## config.mk

```make
export PLATFORM = sky130hd
export DESIGN_NAME = smcp_top
export DESIGN_NICKNAME = d
export VERILOG_FILES = /design/src/hdl/smcp_pkg.sv /design/src/hdl/smcp_top.sv /design/src/hdl/smcp_mem.sv
export SDC_FILE = /design/constraint.sdc
export NUM_CORES = 1
export LEC_CHECK = 0
export BUFFER_PORTS_ARGS = -buffer_cell sky130_fd_sc_hd__buf_2
export CAP_MARGIN = 20
export CORE_ASPECT_RATIO = 2
export CORE_MARGIN = 3
export CORE_UTILIZATION = 60
export DETAILED_ROUTE_END_ITERATION = 16
export HOLD_SLACK_MARGIN = 0.05
export PLACE_DENSITY = 0.81
export SYNTH_ARGS = -nofsm -noshare
export SYNTH_HDL_FRONTEND = slang
export SYNTH_SLANG_ARGS = --single-unit
```

## constraint.sdc

```tcl
create_clock -name sys_clk -period 6.5 [get_ports sys_clk]
set_input_delay 0.325 -clock sys_clk [delete_from_list [all_inputs] [get_ports sys_clk]]
set_output_delay 0.325 -clock sys_clk [all_outputs]
set_load 0.03 [all_outputs]
```

## src/hdl/smcp_pkg.sv

```systemverilog
// Purpose: Shared constants for the serial monitor command port
// Assumes: Characters are 8-bit bytes from an external UART
// Notes: Buffer depth and margin are parameters of the top; the threshold is derived from them
package smcp_pkg;
  localparam logic [7:0] CHR_CR = 8'h0d;
  localparam logic [7:0] CHR_LF = 8'h0a;
  localparam logic [7:0] CHR_PROMPT = 8'h3e;
  localparam logic [7:0] CHR_HASH = 8'h23;
  localparam logic [7:0] CHR_XON = 8'h11;
  localparam logic [7:0] CHR_XOFF = 8'h13;
  localparam logic [7:0] CHR_CTRL_C = 8'h03;
  localparam logic [7:0] CHR_ESC = 8'h1b;
  localparam logic [1:0] SERIAL_MODE_ACTIVE = 2'h1;
  localparam logic [1:0] SERIAL_MODE_STRAP = 2'h0;
  localparam int RX_DEPTH = 16;
  localparam int RX_MARGIN = 4;
  typedef enum logic [2:0] {
    SMCP_IDLE, SMCP_ECHO, SMCP_EXEC, SMCP_OUT, SMCP_ERR, SMCP_CR, SMCP_LF, SMCP_GT
  } smcp_state_t;
endpackage

```

## src/hdl/smcp_top.sv

```systemverilog
// Purpose: Monitor-mode front end of the first serial port
// Assumes: External UART delivers rx bytes and takes tx bytes with a handshake
// Notes: Job execution is delegated; this block frames echo, errors and prompt
`timescale 1ns/100ps
module smcp_top #(
  parameter int DEPTH = smcp_pkg::RX_DEPTH,
  parameter int MARGIN = smcp_pkg::RX_MARGIN
) (
  // Clock and reset
  input wire logic sys_clk,
  input wire logic reset,
  // Mode selection
  input wire logic run_sel,
  input wire logic [1:0] serial_mode_constant,
  input wire logic mode_strap_pin,
  output logic active_mode,
  // Program cycle
  input wire logic cycle_running,
  output logic mode_strap_pin_suspend,
  // Serial line handshake
  output logic rts,
  input wire logic cts,
  // Receive bytes from UART
  input wire logic rx_valid,
  input wire logic [7:0] rx_data,
  // Transmit bytes to UART
  output logic tx_valid,
  output logic [7:0] tx_data,
  input wire logic tx_ready,
  // Job executor
  output logic job_char_valid,
  output logic [7:0] job_char,
  output logic job_start,
  input wire logic job_done,
  input wire logic job_error,
  input wire logic job_host_display,
  input wire logic out_valid,
  input wire logic [7:0] out_data,
  output logic out_ready,
  output logic job_abort,
  input wire logic [7:0] err_valid_len,
  input wire logic [7:0] err_data,
  output logic err_ready
);
  localparam int AW = $clog2(DEPTH);
  localparam int THRESH = DEPTH - MARGIN;
  function automatic logic is_swflow(input logic [7:0] b);
    return (b == smcp_pkg::CHR_XON) || (b == smcp_pkg::CHR_XOFF);
  endfunction

  // Mode decision
  always_comb begin
    if (!run_sel) begin
      active_mode = 1'b1;
    end else if (serial_mode_constant == smcp_pkg::SERIAL_MODE_ACTIVE) begin
      active_mode = 1'b1;
    end else if (serial_mode_constant == smcp_pkg::SERIAL_MODE_STRAP) begin
      active_mode = mode_strap_pin;
    end else begin
      active_mode = 1'b0;
    end
  end

  // Receive buffer pointers
  logic [AW:0] wp_q, wp_d, rp_q, rp_d;
  logic [AW:0] fill;
  logic is_flow, is_ctrl_c, store;
  logic xoff_q, xoff_d, abort_q, abort_d;
  logic [7:0] rd_byte;
  assign fill = wp_q - rp_q;
  assign is_flow = is_swflow(rx_data);
  assign is_ctrl_c = (rx_data == smcp_pkg::CHR_CTRL_C);
  assign store = rx_valid && active_mode && !is_flow && !is_ctrl_c
                 && (fill != (AW+1)'(DEPTH));
  assign mode_strap_pin_suspend = rx_valid && cycle_running;
  assign rts = active_mode && !cycle_running && (fill < (AW+1)'(THRESH));

  smcp_mem #(.DEPTH(DEPTH), .AW(AW)) u_mem (
    .sys_clk(sys_clk),
    .wr_en(store),
    .wr_addr(wp_q[AW-1:0]),
    .wr_data(rx_data),
    .rd_addr(rp_q[AW-1:0]),
    .rd_data_q(rd_byte)
  );

  // Controller state
  smcp_pkg::smcp_state_t st_q, st_d;
  logic rd_wait_q, rd_wait_d;
  logic [7:0] hold_q, hold_d;
  logic gap, can_tx;
  assign gap = !cycle_running;
  assign can_tx = gap && cts && !xoff_q && tx_ready;

  always_comb begin
    st_d = st_q;
    rp_d = rp_q;
    wp_d = store ? wp_q + 1'b1 : wp_q;
    xoff_d = xoff_q;
    abort_d = 1'b0;
    rd_wait_d = 1'b0;
    hold_d = hold_q;
    tx_valid = 1'b0;
    tx_data = hold_q;
    job_char_valid = 1'b0;
    job_start = 1'b0;
    out_ready = 1'b0;
    err_ready = 1'b0;
    if (rx_valid && rx_data == smcp_pkg::CHR_XOFF) begin
      xoff_d = 1'b1;
    end else if (rx_valid && rx_data == smcp_pkg::CHR_XON) begin
      xoff_d = 1'b0;
    end
    case (st_q)
      smcp_pkg::SMCP_IDLE: begin
        if (gap && fill != '0 && !rd_wait_q) begin
          rd_wait_d = 1'b1;
          st_d = smcp_pkg::SMCP_ECHO;
        end
      end
      smcp_pkg::SMCP_ECHO: begin
        hold_d = rd_byte;
        tx_data = rd_byte;
        if (can_tx) begin
          tx_valid = 1'b1;
          job_char_valid = 1'b1;
          rp_d = rp_q + 1'b1;
          if (rd_byte == smcp_pkg::CHR_CR) begin
            job_start = 1'b1;
            st_d = smcp_pkg::SMCP_EXEC;
          end else begin
            st_d = smcp_pkg::SMCP_IDLE;
          end
        end
      end
      smcp_pkg::SMCP_EXEC: begin
        if (job_error) begin
          tx_data = smcp_pkg::CHR_HASH;
          if (can_tx) begin
            tx_valid = 1'b1;
            st_d = smcp_pkg::SMCP_ERR;
          end
        end else if (job_done) begin
          st_d = smcp_pkg::SMCP_CR;
        end else if (out_valid) begin
          st_d = smcp_pkg::SMCP_OUT;
        end
      end
      smcp_pkg::SMCP_OUT: begin
        tx_data = out_data;
        if ((job_host_display && out_data == smcp_pkg::CHR_ESC) || is_swflow(out_data)) begin
          out_ready = 1'b1;
          st_d = smcp_pkg::SMCP_EXEC;
        end else if (can_tx) begin
          tx_valid = 1'b1;
          out_ready = 1'b1;
          st_d = smcp_pkg::SMCP_EXEC;
        end
      end
      smcp_pkg::SMCP_ERR: begin
        tx_data = err_data;
        if (err_valid_len == 8'h00) begin
          st_d = smcp_pkg::SMCP_CR;
        end else if (is_swflow(err_data)) begin
          err_ready = 1'b1;
        end else if (can_tx) begin
          tx_valid = 1'b1;
          err_ready = 1'b1;
        end
      end
      smcp_pkg::SMCP_CR: begin
        tx_data = smcp_pkg::CHR_CR;
        if (can_tx) begin
          tx_valid = 1'b1;
          st_d = smcp_pkg::SMCP_LF;
        end
      end
      smcp_pkg::SMCP_LF: begin
        tx_data = smcp_pkg::CHR_LF;
        if (can_tx) begin
          tx_valid = 1'b1;
          st_d = smcp_pkg::SMCP_GT;
        end
      end
      smcp_pkg::SMCP_GT: begin
        tx_data = smcp_pkg::CHR_PROMPT;
        if (can_tx) begin
          tx_valid = 1'b1;
          st_d = smcp_pkg::SMCP_IDLE;
        end
      end
      default: st_d = smcp_pkg::SMCP_IDLE;
    endcase
    if (rx_valid && is_ctrl_c && active_mode && (st_q == smcp_pkg::SMCP_EXEC
        || st_q == smcp_pkg::SMCP_OUT || st_q == smcp_pkg::SMCP_ERR)) begin
      abort_d = 1'b1;
      st_d = smcp_pkg::SMCP_CR;
    end
  end

  assign job_char = hold_d;
  assign job_abort = abort_q;

  always_ff @(posedge sys_clk) begin
    if (reset) begin
      st_q <= smcp_pkg::SMCP_IDLE;
      wp_q <= '0;
      rp_q <= '0;
      xoff_q <= 1'b0;
      abort_q <= 1'b0;
      rd_wait_q <= 1'b0;
      hold_q <= 8'h00;
    end else begin
      st_q <= st_d;
      wp_q <= wp_d;
      rp_q <= rp_d;
      xoff_q <= xoff_d;
      abort_q <= abort_d;
      rd_wait_q <= rd_wait_d;
      hold_q <= hold_d;
    end
  end
endmodule // smcp_top

```

## src/hdl/smcp_mem.sv

```systemverilog
// Purpose: Small receive buffer memory with registered read data
// Assumes: One write and one read port, same clock
// Notes: Read data appear one cycle after the read address
`timescale 1ns/100ps
module smcp_mem #(
  parameter int DEPTH = 16,
  parameter int AW = 4
) (
  // Clock
  input wire logic sys_clk,
  // Write side
  input wire logic wr_en,
  input wire logic [AW-1:0] wr_addr,
  input wire logic [7:0] wr_data,
  // Read side
  input wire logic [AW-1:0] rd_addr,
  output logic [7:0] rd_data_q
);
  logic [7:0] mem [DEPTH];
  always_ff @(posedge sys_clk) begin
    if (wr_en) begin
      mem[wr_addr] <= wr_data;
    end
    rd_data_q <= mem[rd_addr];
  end
endmodule // smcp_mem

```

# [Word level (Yosys, flattened, before mapping)]
# Memories as Yosys holds them, arrays and structs flattened. A register that Yosys moved wholly into a read port is not among the register bits.
# Cells that the tools add are included.
[classes] add_sub_neg=3 order_cmp=1 n_eq_ne=36 muxes=42 bitwise_logic=1 reduce_logical=40
[ops] operator="8-bit by 5-bit == test with 1-bit output (second input constant)" count=7
[ops] operator="8-bit one-hot mux with 7 select lines" count=1
[ops] operator="3-bit two-way mux" count=13
[ops] operator="3-bit one-hot mux with 8 select lines" count=1
[ops] operator="1-bit two-way mux" count=23
[ops] operator="3-bit != test (second input constant)" count=7
[ops] operator="1-bit logical AND" count=18
[ops] operator="9-bit AND reduction" count=2
[ops] operator="8-bit two-way mux" count=2
[ops] operator="3-bit == test (second input constant)" count=4
[ops] operator="2-bit != test (second input constant)" count=6
[ops] operator="5-bit by 1-bit adder with 5-bit output (second input constant)" count=2
[ops] operator="8-bit by 2-bit == test with 1-bit output (second input constant)" count=1
[ops] operator="8-bit by 4-bit == test with 1-bit output (second input constant)" count=1
[ops] operator="8-bit zero test" count=1
[ops] operator="4-bit by 3-bit != test with 1-bit output (second input constant)" count=2
[ops] operator="3-bit by 2-bit == test with 1-bit output (second input constant)" count=2
[ops] operator="1-bit logical OR" count=6
[ops] operator="1-bit zero test" count=5
[ops] operator="5-bit by 4-bit < comparator with 1-bit output (second input constant)" count=1
[ops] operator="5-bit by 4-bit != test with 1-bit output (second input constant)" count=1
[ops] operator="5-bit != test (second input constant)" count=1
[ops] operator="5-bit nonzero test" count=1
[ops] operator="5-bit subtractor" count=1
[ops] operator="other kinds (13)" count=14
[word_totals] regBits=24 ramBits=128 inputBits=46 output_inout_bits=25 word_cells=132 memories=1
[mem_list] name="u_mem.mem" words=16 width=8 read_ports=1 rd_clocked_by_memory_dff=1 wr=1 line_no="smcp_mem.sv:19" source="logic [7:0] mem [DEPTH];"

# [Longest topological paths before layout]
# Gate-level depths: netlist (run 1).
[depth] word_depth=10 ltp_mapped=10 mapped_depth_nobuf=8

# [By module]
# A second synthesis (run 1) with hierarchy kept.
[hier_totals] cells_unflattened=462 hier_area_um2=7018.0
[modules_own_cells] mod="smcp_mem" n_inst=1 cells_each=229 area_each_um2=5147.4 seq_area_each_um2=4003.8
[modules_own_cells] mod="smcp_top" n_inst=1 cells_each=233 area_each_um2=1870.5 seq_area_each_um2=480.5

# [Worst setup path after synthesis (run 1)]
# Ideal clock, no wire load.
[synth_path] kind="flip-flop to output port" from="register rp_q[1]" to="output port rts" arrival_ns=3.573 required_time_ns=6.175 path_slack_ns=2.602 path_stages_with_launch=10 n_path_buf=2 cell_sequence="dfxtp_1 > clkbuf_1 > buf_1 > inv_1 > ha_1 > and3b_1 > o21ai_0 > or2b_1 > xnor2_1 > a2111oi_0"
[synth_via] elab_chain_cells=3
[synth_rtl] item="from (decl)" line_no="smcp_top.sv:65" source="logic [AW:0] wp_q, wp_d, rp_q, rp_d;"
[synth_rtl] item="from (signal assigned)" line_no="smcp_top.sv:216" source="rp_q <= rp_d;"
[synth_rtl] item="5-bit subtractor" line_no="smcp_top.sv:70" source="assign fill = wp_q - rp_q;"
[synth_rtl] item="5-bit by 4-bit < comparator with 1-bit output" line_no="smcp_top.sv:76" source="assign rts = active_mode && !cycle_running && (fill < (AW+1)'(THRESH));"
[synth_rtl] item="1-bit logical AND" line_no="smcp_top.sv:76"
[synth_rtl] item="to (decl)" line_no="smcp_top.sv:21" source="output logic rts,"
# No other way between the ends.

# [Final worst setup path (run 1)]
[layout_path] from="register rp_q[2]" to="memory u_mem.mem[1][6], enable pin"
[layout_via] elab_chain_cells=5
[layout_rtl] item="5-bit subtractor" line_no="smcp_top.sv:70"
[layout_rtl] item="5-bit != test" line_no="smcp_top.sv:74" source="&& (fill != (AW+1)'(DEPTH));"
[layout_rtl] item="1-bit logical AND" line_no="smcp_top.sv:74"
[layout_rtl] item="1-bit two-way mux" line_no="smcp_mem.sv:21" source="if (wr_en) begin"
[layout_rtl] item="1-bit two-way mux (implied by the code)" line_no="smcp_mem.sv:22" source="mem[wr_addr] <= wr_data;"
[layout_rtl] item="to (decl)" line_no="smcp_mem.sv:19"
# No other way between the ends.

==> metrics.txt, run 1 <==
# TYPE chip_impl_metric gauge
chip_impl_metric{name="numPortBuffers",unit=""} 70
chip_impl_info{name="status",value="completed"} 1
chip_impl_metric{name="drc",unit=""} 0
chip_impl_metric{name="footprint_of_the_multi_input_gates",unit="µm²"} 2450
chip_impl_info{name="tritoncts",value="built"} 1
chip_impl_metric{name="power",unit="mW"} 2.430
chip_impl_metric{name="vias_in_the_first_global_route",unit=""} 4449
chip_impl_metric{name="worst_ep_arrival_time",unit="ns"} 3.48
chip_impl_metric{name="globalplace.congestion",unit=""} 0.9050
chip_impl_metric{name="detail_route.wl_per_cell",unit="µm"} 24.87
chip_impl_metric{name="use_met1",unit="%"} 27.65
chip_impl_metric{name="holdPathStages",unit=""} 4
chip_impl_metric{name="fmaxAchievable",unit="GHz"} 0.2907
chip_impl_metric{name="final_period_minus_worst_setup_slack",unit="ns"} 3.439
chip_impl_metric{name="path_max_fanout",unit=""} 11
chip_impl_metric{name="net_count_synth",unit=""} 514
chip_impl_metric{name="groute.layer.met3.usage",unit="%"} 5.832
chip_impl_metric{name="synth.lib_cells_used.distinct",unit=""} 66
chip_impl_metric{name="use_met2",unit="%"} 50.22
chip_impl_metric{name="post_cts_resize_count",unit=""} 0
chip_impl_metric{name="layout_area_growth_over_synthesis",unit="%"} 15.74
chip_impl_metric{name="layout.area.seq",unit="µm²"} 4486
chip_impl_metric{name="grt_use_total",unit="%"} 27.25
chip_impl_metric{name="dieWidth",unit="µm"} 82.74
chip_impl_metric{name="fin_crit_sh",unit="%"} 52.91
chip_impl_metric{name="timing.critical_path.required",unit="ns"} 6.54
chip_impl_metric{name="fp.dieArea",unit="µm²"} 13200
chip_impl_metric{name="drt-initial-drc-count",unit=""} 349
chip_impl_metric{name="core",unit="µm²"} 11420
chip_impl_metric{name="design.final.nets",unit=""} 585
chip_impl_metric{name="synth-seq-cells",unit=""} 160
chip_impl_info{name="unrepaired_setup_endpoints_after_global_routing",value="false"} 1
chip_impl_info{name="crit_path_top_delay_cell",value="nor3_1"} 1
chip_impl_metric{name="synth_area",unit="µm²"} 7067
chip_impl_metric{name="synthesis.instances",unit=""} 459
chip_impl_metric{name="synth_enable_flop_cells",unit=""} 128
chip_impl_info{name="critical_path_cell_list",value="inv_1 > ha_1 > and3b_1 > nor2_1 > o2bb2ai_1 > a21oi_4 > nand2_1 > nor3_1"} 1
chip_impl_info{name="crit_type",value="reg -> reg"} 1
chip_impl_metric{name="share_of_flip_flops_with_an_asynchronous_set_or_reset",unit="%"} 0
chip_impl_metric{name="hold_viol",unit=""} 0
chip_impl_metric{name="h-tree-depth",unit=""} 4
chip_impl_metric{name="fin_clk_skew",unit="ns"} 0.01169
chip_impl_metric{name="routed-via-count",unit=""} 4455
chip_impl_metric{name="tritoncts.num_buffers",unit=""} 17
chip_impl_metric{name="clk-insertion-delay-late",unit="ns"} 0.43
chip_impl_metric{name="worstRegToRegCells",unit=""} 8
chip_impl_metric{name="maxSlewViolCount",unit=""} 0
chip_impl_info{name="grt_busiest_layer",value="met2"} 1
chip_impl_metric{name="slowest_delay",unit="ns"} 0.85
chip_impl_metric{name="ir_worst_vdd",unit="V"} 0.0002375
chip_impl_info{name="root_buffer_cell",value="clkbuf_16"} 1
chip_impl_metric{name="cts_post_setup_buffers_inserted",unit=""} 0
chip_impl_metric{name="synthesis.area_per_instance",unit="µm²"} 15.40
chip_impl_metric{name="number_of_cell_rows",unit=""} 55
chip_impl_metric{name="io_pins",unit=""} 71
chip_impl_metric{name="antenna_found_initial",unit=""} 0
chip_impl_info{name="min_path_type",value="in -> reg"} 1
chip_impl_metric{name="grt_first_pass_wirelength",unit="µm"} 25230
chip_impl_info{name="reg2reg_to",value="u_mem.mem[1][6]"} 1
chip_impl_metric{name="static_leakage",unit="nW"} 2.837
chip_impl_info{name="ys.flop_type",value="edfxtp_1"} 1
chip_impl_info{name="hold_path.startpoint",value="cycle_running"} 1
chip_impl_metric{name="num_antenna_cells",unit=""} 0
chip_impl_metric{name="detail_route.vias_per_cell",unit=""} 6.504
chip_impl_metric{name="final_antenna_net_count",unit=""} 0
chip_impl_metric{name="final_layout_size_suffix_gt1_share",unit="%"} 31.49
chip_impl_metric{name="firstDrtPassIters",unit=""} 5
chip_impl_metric{name="cts_num_sinks",unit=""} 160
chip_impl_metric{name="pin_count_of_the_biggest_net_entering_global_routing",unit=""} 37
chip_impl_info{name="worstHoldEndpoint",value="rd_wait_q"} 1
chip_impl_info{name="setup.worst_path.end_class",value="flop"} 1
chip_impl_info{name="critPathLaunchType",value="flop"} 1
chip_impl_metric{name="grt_overflow_total",unit=""} 0
chip_impl_metric{name="ctsHoldBuffers",unit=""} 0
chip_impl_metric{name="maxCapViolations",unit=""} 0
chip_impl_metric{name="r2r_setup_slack",unit="ns"} 3.06
chip_impl_metric{name="worst-slew-pin-transition",unit="ns"} 1.069
chip_impl_metric{name="max_transition_margin",unit="%"} 28.21
chip_impl_metric{name="drt_wl_total",unit="µm"} 17030
chip_impl_metric{name="floorplan.initialDensity",unit="%"} 61.86
chip_impl_info{name="critical_path.reg2reg.startpoint",value="rp_q[2]"} 1
chip_impl_metric{name="clk_pin_slew_worst_paths",unit="ns"} 0.07
chip_impl_metric{name="final.fill_count",unit=""} 732
chip_impl_metric{name="hpwlAfterDp",unit="µm"} 11880
chip_impl_metric{name="power_per_cell_area",unit="nW/µm²"} 297.2
chip_impl_metric{name="timing.final.setup_violations",unit=""} 0
chip_impl_metric{name="setup_tns",unit="ns"} 0
chip_impl_metric{name="ys_seq_area_share",unit="%"} 63.46
chip_impl_metric{name="yosysWarnings",unit=""} 0
chip_impl_metric{name="die-height",unit="µm"} 159.5
chip_impl_metric{name="max-clock-path-buffers",unit=""} 2
==> worst max path at each step <==
| stage | from | end |
|---|---|---|
| global route | rp_q[2] | u_mem.mem[1][6] |
| global placement | rp_q[2] | u_mem.mem[0][0] |
| detailed placement | rp_q[2] | u_mem.mem[0][4] |
| floorplan | rp_q[1] | rts |
| finish | rp_q[2] | u_mem.mem[1][6] |
| CTS | rp_q[2] | u_mem.mem[0][7] |
==> area by class of cell <==
| cell class | instances | share of cell area [%] |
|---|---|---|
| inverter | 9 | 0.4130 |
| sequential | 160 | 54.84 |
| timing repair buffer | 76 | 4.773 |
| clock inverter | 14 | 2.601 |
| multi-input combinational | 266 | 29.95 |
| tap | 142 | 2.172 |
| clock buffer | 18 | 5.247 |
==> flip-flops by register name, indices dropped and copies added (netlist names) <==
name / count
u_mem.mem: 128
hold_q: 8
u_mem.rd_data_q: 8
rp_q: 5
wp_q: 5
st_q: 3
job_abort: 1
rd_wait_q: 1
xoff_q: 1
==> cell families after synthesis <==
| group | after synthesis | synth area share, % |
|---|---|---|
| compound gates | 64 | 6.799 |
| simple gates | 124 | 9.278 |
| xor+xnor | 11 | 1.470 |
| fa+ha+maj | 9 | 1.594 |
| mux | 58 | 15.53 |
| buf+inv | 33 | 1.877 |
| flops | 160 | 63.46 |
==> synth_stat cells (2+ instances only) <==
master     count  share of area (%)
edfxtp_1     128                 54
a32oi_1        3               0.37
o22ai_1        2               0.18
nor3_1         9               0.64
mux2_2        10                1.6
buf_1          5               0.27
nand3_1        5               0.35
and3b_1        3               0.37
or4b_1         2               0.28
ha_1           9                1.6
xnor2_1        7               0.87
mux2i_1        5               0.71
nor2_1        36                1.9
dfxtp_1       32                9.1
buf_2          7               0.50
and2_1         3               0.27
nand4_1        3               0.27
o21ai_0       11               0.78
inv_1          7               0.37
nor4b_1        3               0.37
nand2_1       26                1.4
nor2b_1       13                1.2
o21ai_1        2               0.14
nand2b_1       3               0.27
nor3_2         2               0.28
or3_1          3               0.27
o211ai_1       3               0.32
a22oi_1        2               0.21
mux4_2        40                 13
a22o_1         3               0.37
a21o_1         5               0.53
nand2_2        2               0.18
a21oi_1       11               0.78
a31oi_1        4               0.35
xor2_1         3               0.37
clkbuf_1      12               0.64
and3_1         3               0.27
mux2_1         3               0.48
o2bb2ai_1      2               0.25
==> where the power goes <==
group	switching [mW]	leakage (nW)	internal [mW]	total, mW
clock	0.399	0.300	0.680	1.08
sequential	0.0108	1.42	1.12	1.13
combinational	0.138	1.12	0.0787	0.216
==> metrics by stage <==
stage | instances | area, µm² | utilization (%) | hold WS [ns] | setup WS, ns
after floorplan | 459 | 7067 | - | 0.4239 | 2.602
after global placement | 651 | 7527 | 65.89 | 0.5143 | 3.304
after detailed placement | 651 | 7527 | 65.89 | 0.5242 | 3.056
after CTS | 683 | 8169 | 71.51 | 0.2544 | 2.961
after global routing | 685 | 8179 | 71.60 | 0.2871 | 2.872
final | 685 | 8179 | 71.60 | 0.2679 | 3.061
==> routing by layer <==
layer | routed length, µm | vias up
met5 | 0 | -
met4 | 828 | 0
met3 | 942 | 57
met2 | 9690 | 245
met1 | 5571 | 2201
li1 | - | 1952
==> layout by cell type, fill, tap and decap left out, types with 4 or more instances in the layout <==
cell type  instances
clkbuf_16         17
nor2_1            36
buf_2             72
ha_1               9
bufinv_16          5
a31oi_1            4
nor2b_1           13
mux4_2            40
nor3_1             9
a21o_1             5
buf_4              4
mux2i_1            5
dfxtp_1           31
nand3_1            5
inv_1              7
a21oi_1           11
edfxtp_1         128
xnor2_1            7
mux2_2            10
o21ai_0           11
nand2_1           26
==> worst max-delay path, delay by kind of cell, from the launching register on <==
kind	cells	cell delay, ns
adder cells (fa/ha/maj)	1	0.39
flip-flops	1	0.61
buffers and inverters	1	0.19
AO/OA/AOI/OAI	2	0.47
AND/OR/NAND/NOR	4	1.39
No activity file was read; power rests on OpenSTA's default activity.
==> run 2: changes to the inputs <==
--- a/config.mk
+++ b/config.mk
@@ -9,10 +9,10 @@
 export CAP_MARGIN = 20
 export CORE_ASPECT_RATIO = 2
 export CORE_MARGIN = 3
-export CORE_UTILIZATION = 60
+export CORE_UTILIZATION = 59
 export DETAILED_ROUTE_END_ITERATION = 16
 export HOLD_SLACK_MARGIN = 0.05
-export PLACE_DENSITY = 0.81
+export PLACE_DENSITY = 0.8
 export SYNTH_ARGS = -nofsm -noshare
 export SYNTH_HDL_FRONTEND = slang
 export SYNTH_SLANG_ARGS = --single-unit
==> constraint.sdc (replaced) <==
create_clock -name sys_clk -period 3.4 [get_ports sys_clk]
set_input_delay 0.17 -clock sys_clk [delete_from_list [all_inputs] [get_ports sys_clk]]
set_output_delay 0.17 -clock sys_clk [all_outputs]
set_load 0.03 [all_outputs]
==> metrics.txt, run 2 (synthesized netlist as in run 1, its figures left out) <==
# TYPE chip_impl_metric gauge
chip_impl_metric{name="tritoncts.num_buffers",unit=""} 17
chip_impl_metric{name="io_pins",unit=""} 71
chip_impl_metric{name="firstDrtPassIters",unit=""} 5
chip_impl_metric{name="fmaxAchievable",unit="GHz"} 0.3227
chip_impl_metric{name="numPortBuffers",unit=""} 70
chip_impl_metric{name="hpwlAfterDp",unit="µm"} 12320
chip_impl_metric{name="routed-via-count",unit=""} 4492
chip_impl_metric{name="detail_route.wl_per_cell",unit="µm"} 24.76
chip_impl_metric{name="clk-insertion-delay-late",unit="ns"} 0.42
chip_impl_info{name="setup.worst_path.end_class",value="output port"} 1
chip_impl_info{name="layout.cells.most_common",value="edfxtp_1"} 1
chip_impl_info{name="crit_type",value="reg -> out"} 1
chip_impl_info{name="tritoncts",value="built"} 1
chip_impl_metric{name="timing.final.setup_violations",unit=""} 0
chip_impl_metric{name="timing.critical_path.required",unit="ns"} 3.23
chip_impl_metric{name="worst-slew-pin-transition",unit="ns"} 0.8237
chip_impl_metric{name="fin_clk_skew",unit="ns"} 0.01149
chip_impl_metric{name="grt_use_total",unit="%"} 27.72
chip_impl_metric{name="post_cts_resize_count",unit=""} 0
chip_impl_info{name="min_path_type",value="in -> reg"} 1
chip_impl_info{name="status",value="completed"} 1
chip_impl_metric{name="minimum_setup_slack_in_the_final_design",unit="ns"} 0.3008
chip_impl_metric{name="grt_overflow_total",unit=""} 0
chip_impl_metric{name="hold_slack",unit="ns"} 0.1396
chip_impl_metric{name="antenna_found_initial",unit=""} 0
chip_impl_metric{name="maxSlewViolCount",unit=""} 0
chip_impl_metric{name="grt_first_pass_wirelength",unit="µm"} 27120
chip_impl_metric{name="path_max_fanout",unit=""} 11
chip_impl_metric{name="largest_register_ff_count",unit=""} 128
chip_impl_metric{name="vias_in_the_first_global_route",unit=""} 4699
chip_impl_metric{name="drc",unit=""} 0
chip_impl_metric{name="final.fill_count",unit=""} 743
chip_impl_metric{name="detail_route.vias_per_cell",unit=""} 6.363
chip_impl_metric{name="power_per_cell_area",unit="nW/µm²"} 539.6
chip_impl_metric{name="ir_worst_vdd",unit="V"} 0.0004205
chip_impl_metric{name="core",unit="µm²"} 11700
chip_impl_info{name="crit_path_top_delay_cell",value="dfxtp_1"} 1
chip_impl_metric{name="clk_pin_slew_worst_paths",unit="ns"} 0.06
chip_impl_metric{name="ctsHoldBuffers",unit=""} 0
chip_impl_info{name="critPathLaunchType",value="flop"} 1
chip_impl_metric{name="h-tree-depth",unit=""} 4
chip_impl_metric{name="maxCapViolations",unit=""} 0
chip_impl_info{name="critical_path_cell_list",value="inv_1 > ha_1 > and3b_1 > o21ai_0 > or2b_1 > xnor2_1 > a2111oi_1 > buf_2"} 1
chip_impl_metric{name="cp_num_buf_inv",unit=""} 2
chip_impl_metric{name="fin_area",unit="µm²"} 8267
chip_impl_metric{name="fp.dieArea",unit="µm²"} 13410
chip_impl_metric{name="number_of_cell_rows",unit=""} 56
chip_impl_info{name="root_buffer_cell",value="clkbuf_16"} 1
chip_impl_metric{name="design.final.nets",unit=""} 603
chip_impl_metric{name="drt-initial-drc-count",unit=""} 303
chip_impl_metric{name="layout_area_growth_over_synthesis",unit="%"} 16.98
chip_impl_metric{name="max_transition_margin",unit="%"} 44.37
chip_impl_metric{name="cts_num_sinks",unit=""} 160
chip_impl_metric{name="final_layout_size_suffix_gt1_share",unit="%"} 33.69
chip_impl_metric{name="floorplan.initialDensity",unit="%"} 60.39
chip_impl_metric{name="final_antenna_net_count",unit=""} 0
chip_impl_metric{name="setup_tns",unit="ns"} 0
chip_impl_metric{name="hold_viol",unit=""} 0
chip_impl_info{name="worst_path_dominant_cell_family",value="flip-flops"} 1
chip_impl_info{name="largest_register",value="u_mem.mem"} 1
chip_impl_metric{name="dp_slack",unit="ns"} 0.6851
chip_impl_metric{name="cts_post_setup_buffers_inserted",unit=""} 0
chip_impl_metric{name="dieWidth",unit="µm"} 83.39
chip_impl_metric{name="max-clock-path-buffers",unit=""} 2
chip_impl_info{name="reg.largest.list",value="u_mem.mem (128), hold_q (8), u_mem.rd_data_q (8)"} 1
chip_impl_metric{name="worst_ep_arrival_time",unit="ns"} 2.93
chip_impl_metric{name="post_dp_cell_area",unit="µm²"} 7682
chip_impl_metric{name="final_period_minus_worst_setup_slack",unit="ns"} 3.099
chip_impl_info{name="unrepaired_setup_endpoints_after_global_routing",value="false"} 1
chip_impl_metric{name="static_leakage",unit="nW"} 2.910
chip_impl_metric{name="fin_crit_sh",unit="%"} 91.15
chip_impl_metric{name="power",unit="mW"} 4.461
chip_impl_metric{name="slowest_delay",unit="ns"} 0.58
chip_impl_info{name="final_cell_mix",value="128 x edfxtp_1, 70 x buf_2, 40 x mux4_2"} 1
chip_impl_metric{name="die-height",unit="µm"} 160.8
chip_impl_metric{name="num_antenna_cells",unit=""} 0
chip_impl_metric{name="globalplace.congestion",unit=""} 0.9867
chip_impl_metric{name="drt_wl_total",unit="µm"} 17480
chip_impl_metric{name="pin_count_of_the_biggest_net_entering_global_routing",unit=""} 36
[run 2: worst min-delay path: stages]
cell	delay [ns]
buf_2	0.14
nor2_1	0.08
nand3b_1	0.08
a21oi_1	0.04
[run 2: area by class of cell]
| cell class | count | area, µm² | area share, % |
|---|---|---|---|
| inverter | 9 | 33.78 | 0.4087 |
| clock buffer | 18 | 429.2 | 5.191 |
| multi-input combinational | 266 | 2451 | 29.65 |
| sequential | 160 | 4486 | 54.26 |
| tap | 145 | 181.4 | 2.195 |
| timing repair buffer | 94 | 530.5 | 6.417 |
| clock inverter | 14 | 155.1 | 1.877 |
[run 2: where the power goes]
group	switching [mW]	internal, mW
logic	0.256	0.155
clock network	0.778	1.09
registers	0.0300	2.15
total	1.06	3.40
[run 2: metrics by stage]
stage          utilization, %  std cells
6_report                70.65        706
5_1_grt                 70.65        706
4_1_cts                 70.65        706
3_5_place_dp            65.65        674
3_3_place_gp            65.65        674
2_1_floorplan               -        459
[run 2: worst paths after layout]
| check | slack (ns) | end | startpoint | depth (start not counted) |
|---|---|---|---|---|
| min reg2reg | 0.54 | xoff_q | xoff_q | 2 |
| max reg2reg | 0.57 | u_mem.mem[1][1] | rp_q[2] | 9 |
| min | 0.14 | rd_wait_q | cycle_running | 4 |
| max | 0.30 | rts | rp_q[2] | 8 |
[run 2: metal layers]
metal  GRT usage, %  vias to the layer above  share of wire (%)  wire length (µm)
li1               -                     1988                  -                 -
met1          27.73                     2240                 32              5562
met2          51.02                      210                 57              9989
met3          6.674                       54                5.9              1027
met4          16.22                        0                5.2               903
met5              0                        -                  0                 0
==> run 3: changes to the inputs <==
--- a/config.mk
+++ b/config.mk
@@ -7,12 +7,11 @@
 export LEC_CHECK = 0
 export BUFFER_PORTS_ARGS = -buffer_cell sky130_fd_sc_hd__buf_2
 export CAP_MARGIN = 20
-export CORE_ASPECT_RATIO = 2
 export CORE_MARGIN = 3
-export CORE_UTILIZATION = 59
+export CORE_UTILIZATION = 53
 export DETAILED_ROUTE_END_ITERATION = 16
 export HOLD_SLACK_MARGIN = 0.05
-export PLACE_DENSITY = 0.8
+export PLACE_DENSITY_LB_ADDON = 0.15
 export SYNTH_ARGS = -nofsm -noshare
 export SYNTH_HDL_FRONTEND = slang
 export SYNTH_SLANG_ARGS = --single-unit
==> constraint.sdc (replaced) <==
create_clock -name sys_clk -period 2.67 [get_ports sys_clk]
set_input_delay 0.1335 -clock sys_clk [delete_from_list [all_inputs] [get_ports sys_clk]]
set_output_delay 0.1335 -clock sys_clk [all_outputs]
set_load 0.03 [all_outputs]
==> metrics.txt, run 3 (synthesized netlist as in run 1, its figures left out) <==
# TYPE chip_impl_metric gauge
chip_impl_info{name="status",value="completed"} 1
chip_impl_metric{name="routed-via-count",unit=""} 4422
chip_impl_metric{name="grt_first_pass_wirelength",unit="µm"} 24820
chip_impl_info{name="hold_path.startpoint",value="job_error"} 1
chip_impl_metric{name="cts_num_sinks",unit=""} 160
chip_impl_info{name="critical_path.reg2reg.startpoint",value="rp_q[2]"} 1
chip_impl_metric{name="max-clock-path-buffers",unit=""} 2
chip_impl_metric{name="pin_count_of_the_biggest_net_entering_global_routing",unit=""} 36
chip_impl_info{name="layout.cells.most_common",value="edfxtp_1"} 1
chip_impl_metric{name="vias_in_the_first_global_route",unit=""} 4367
chip_impl_metric{name="design.final.nets",unit=""} 602
chip_impl_info{name="critical_path_cell_list",value="inv_1 > ha_4 > and3b_1 > nor3_1 > o2bb2ai_1 > a21oi_4 > nand2_1 > nor2_2"} 1
chip_impl_metric{name="core",unit="µm²"} 12820
chip_impl_info{name="worst_path_dominant_cell_family",value="simple AND/OR/NAND/NOR gates"} 1
chip_impl_metric{name="num_antenna_cells",unit=""} 0
chip_impl_metric{name="finalCoreUtilization",unit="%"} 65.78
chip_impl_metric{name="cts_post_setup_buffers_inserted",unit=""} 0
chip_impl_info{name="crit_path_top_delay_cell",value="nor2_2"} 1
chip_impl_metric{name="fmaxAchievable",unit="GHz"} 0.3888
chip_impl_metric{name="layout_area_growth_over_synthesis",unit="%"} 19.37
chip_impl_metric{name="worst-slew-pin-transition",unit="ns"} 0.7751
chip_impl_metric{name="drt_wl_total",unit="µm"} 16190
chip_impl_info{name="worstHoldEndpoint",value="st_q[0]"} 1
chip_impl_info{name="setup.worst_path.end_class",value="flop"} 1
chip_impl_metric{name="path_max_fanout",unit=""} 8
chip_impl_metric{name="drc",unit=""} 0
chip_impl_metric{name="clockPowerShare",unit="%"} 42.5
chip_impl_metric{name="dieWidth",unit="µm"} 121.5
chip_impl_metric{name="fin_crit_sh",unit="%"} 96.34
chip_impl_metric{name="final_layout_size_suffix_gt1_share",unit="%"} 36.43
chip_impl_metric{name="globalplace.congestion",unit=""} 0.8975
chip_impl_info{name="root_buffer_cell",value="clkbuf_16"} 1
chip_impl_metric{name="h-tree-depth",unit=""} 4
chip_impl_metric{name="number_of_cell_rows",unit=""} 41
chip_impl_metric{name="slowest_delay",unit="ns"} 0.45
chip_impl_metric{name="numPortBuffers",unit=""} 70
chip_impl_metric{name="firstDrtPassIters",unit=""} 5
chip_impl_metric{name="power.share.sequential",unit="%"} 48.2
chip_impl_metric{name="worstRegToRegCells",unit=""} 8
chip_impl_metric{name="drt-initial-drc-count",unit=""} 403
chip_impl_metric{name="hold_viol",unit=""} 0
chip_impl_info{name="unrepaired_setup_endpoints_after_global_routing",value="true"} 1
chip_impl_info{name="critPathLaunchType",value="flop"} 1
chip_impl_metric{name="fin_clk_skew",unit="ns"} 0.007273
chip_impl_info{name="crit_type",value="reg -> reg"} 1
chip_impl_metric{name="maxCapViolations",unit=""} 0
chip_impl_metric{name="tritoncts.num_buffers",unit=""} 17
chip_impl_metric{name="die-height",unit="µm"} 121.5
chip_impl_metric{name="max_transition_margin",unit="%"} 47.65
chip_impl_metric{name="power_per_cell_area",unit="nW/µm²"} 680.5
chip_impl_metric{name="grt_overflow_total",unit=""} 0
chip_impl_metric{name="io_pins",unit=""} 71
chip_impl_info{name="reg2reg_to",value="u_mem.mem[13][0]"} 1
chip_impl_metric{name="floorplan.initialDensity",unit="%"} 55.10
chip_impl_info{name="final_cell_mix",value="128 x edfxtp_1, 69 x buf_2, 40 x mux4_2"} 1
chip_impl_metric{name="power.internal",unit="mW"} 4.472
chip_impl_metric{name="power_frac_comb",unit="%"} 9.3
chip_impl_metric{name="holdPathStages",unit=""} 4
chip_impl_metric{name="fp.dieArea",unit="µm²"} 14760
chip_impl_metric{name="netSwitchingFraction",unit="%"} 22.10
chip_impl_metric{name="setup_tns",unit="ns"} 0
chip_impl_metric{name="detail_route.vias_per_cell",unit=""} 6.041
chip_impl_info{name="min_path_type",value="in -> reg"} 1
chip_impl_metric{name="power",unit="mW"} 5.741
chip_impl_metric{name="hold_slack",unit="ns"} 0.1177
chip_impl_metric{name="final_period_minus_worst_setup_slack",unit="ns"} 2.572
chip_impl_info{name="reg.largest.list",value="u_mem.mem (128), hold_q (8), u_mem.rd_data_q (8)"} 1
chip_impl_metric{name="ir_worst_vdd",unit="V"} 0.0006229
chip_impl_metric{name="detail_route.wl_per_cell",unit="µm"} 22.11
chip_impl_metric{name="timing.final.setup_violations",unit=""} 0
chip_impl_metric{name="clk-insertion-delay-late",unit="ns"} 0.42
chip_impl_metric{name="hpwlAfterDp",unit="µm"} 11140
chip_impl_metric{name="cp_num_buf_inv",unit=""} 1
chip_impl_metric{name="worst_ep_arrival_time",unit="ns"} 2.63
chip_impl_metric{name="r2r_setup_slack",unit="ns"} 0.1
chip_impl_metric{name="grt_use_total",unit="%"} 23.45
chip_impl_metric{name="static_leakage",unit="nW"} 2.935
chip_impl_info{name="tritoncts",value="built"} 1
chip_impl_metric{name="maxSlewViolCount",unit=""} 0
chip_impl_metric{name="final_antenna_net_count",unit=""} 0
chip_impl_info{name="largest_register",value="u_mem.mem"} 1
chip_impl_metric{name="largest_register_ff_count",unit=""} 128
chip_impl_metric{name="antenna_found_initial",unit=""} 0
chip_impl_metric{name="clk_pin_slew_worst_paths",unit="ns"} 0.06
chip_impl_metric{name="power_switching",unit="mW"} 1.269
chip_impl_metric{name="timing.critical_path.required",unit="ns"} 2.73
-- run 3: worst reg2reg max path, delay by kind of cell (launching register included) --
| kind | cells | cell delay (ns) |
|---|---|---|
| AOI/OAI and AO/OA | 2 | 0.47 |
| adders and majority gates | 1 | 0.30 |
| and+or+nand+nor | 4 | 1.03 |
| DFF | 1 | 0.33 |
| buffers and inverters | 1 | 0.09 |
-- run 3: power groups by stage --
stage               clock, mW  sequential [mW]  combinational (mW)
detailed placement          0             2.82               0.531
global route             2.59             2.77               0.578
global placement            0             2.82               0.524
finish                   2.44             2.77               0.536
floorplan                   0             2.80               0.347
CTS                      2.47             2.77               0.535
-- run 3: stage by stage --
stage                     std cells  setup slack [ns]  instance area [µm²]
final                           732           0.09779                 8436
after global routing            732          -0.03041                 8436
after CTS                       732           0.01425                 8413
after detailed placement        700           0.07192                 7792
after global placement          700            0.1495                 7792
after floorplan                 459        -0.0008664                 7153
-- run 3: cell type report --
class,count,area (µm²)
flip-flops and latches,160,4486
fillers,910,4389
multi-input cells,266,2557
clock buffers,26,553.0
repair buffers,93,525.5
well taps,172,215.2
clock inverters,6,65.06
inverters,9,33.78
-- run 3: metal layers --
metal,routed length (µm),up-vias,GRT usage (%)
met4,334,0,9.104
met5,0,-,0
met1,6848,2227,31.75
met3,1130,22,5.781
met2,7872,190,36.99
li1,-,1983,-
-- run 3: repair_timing --
item	4_1_cts	5_1_grt
endpoints found under the setup margin	1	77
hold buffers	0	0
pin swaps	0	1
gates resized for setup	2	3
-- run 3: worst max-delay path by stage --
stage | startpoint | endpoint | slack [ns] | depth (start not counted)
detailed placement | rp_q[2] | u_mem.mem[13][0] | 0.07 | 8
floorplan | rp_q[1] | u_mem.mem[3][0] | -0.0009 | 10
global route | rp_q[2] | u_mem.mem[13][1] | -0.03 | 8
global placement | rp_q[2] | u_mem.mem[8][6] | 0.15 | 8
finish | rp_q[2] | u_mem.mem[13][0] | 0.1 | 8
CTS | rp_q[2] | rts | 0.01 | 8
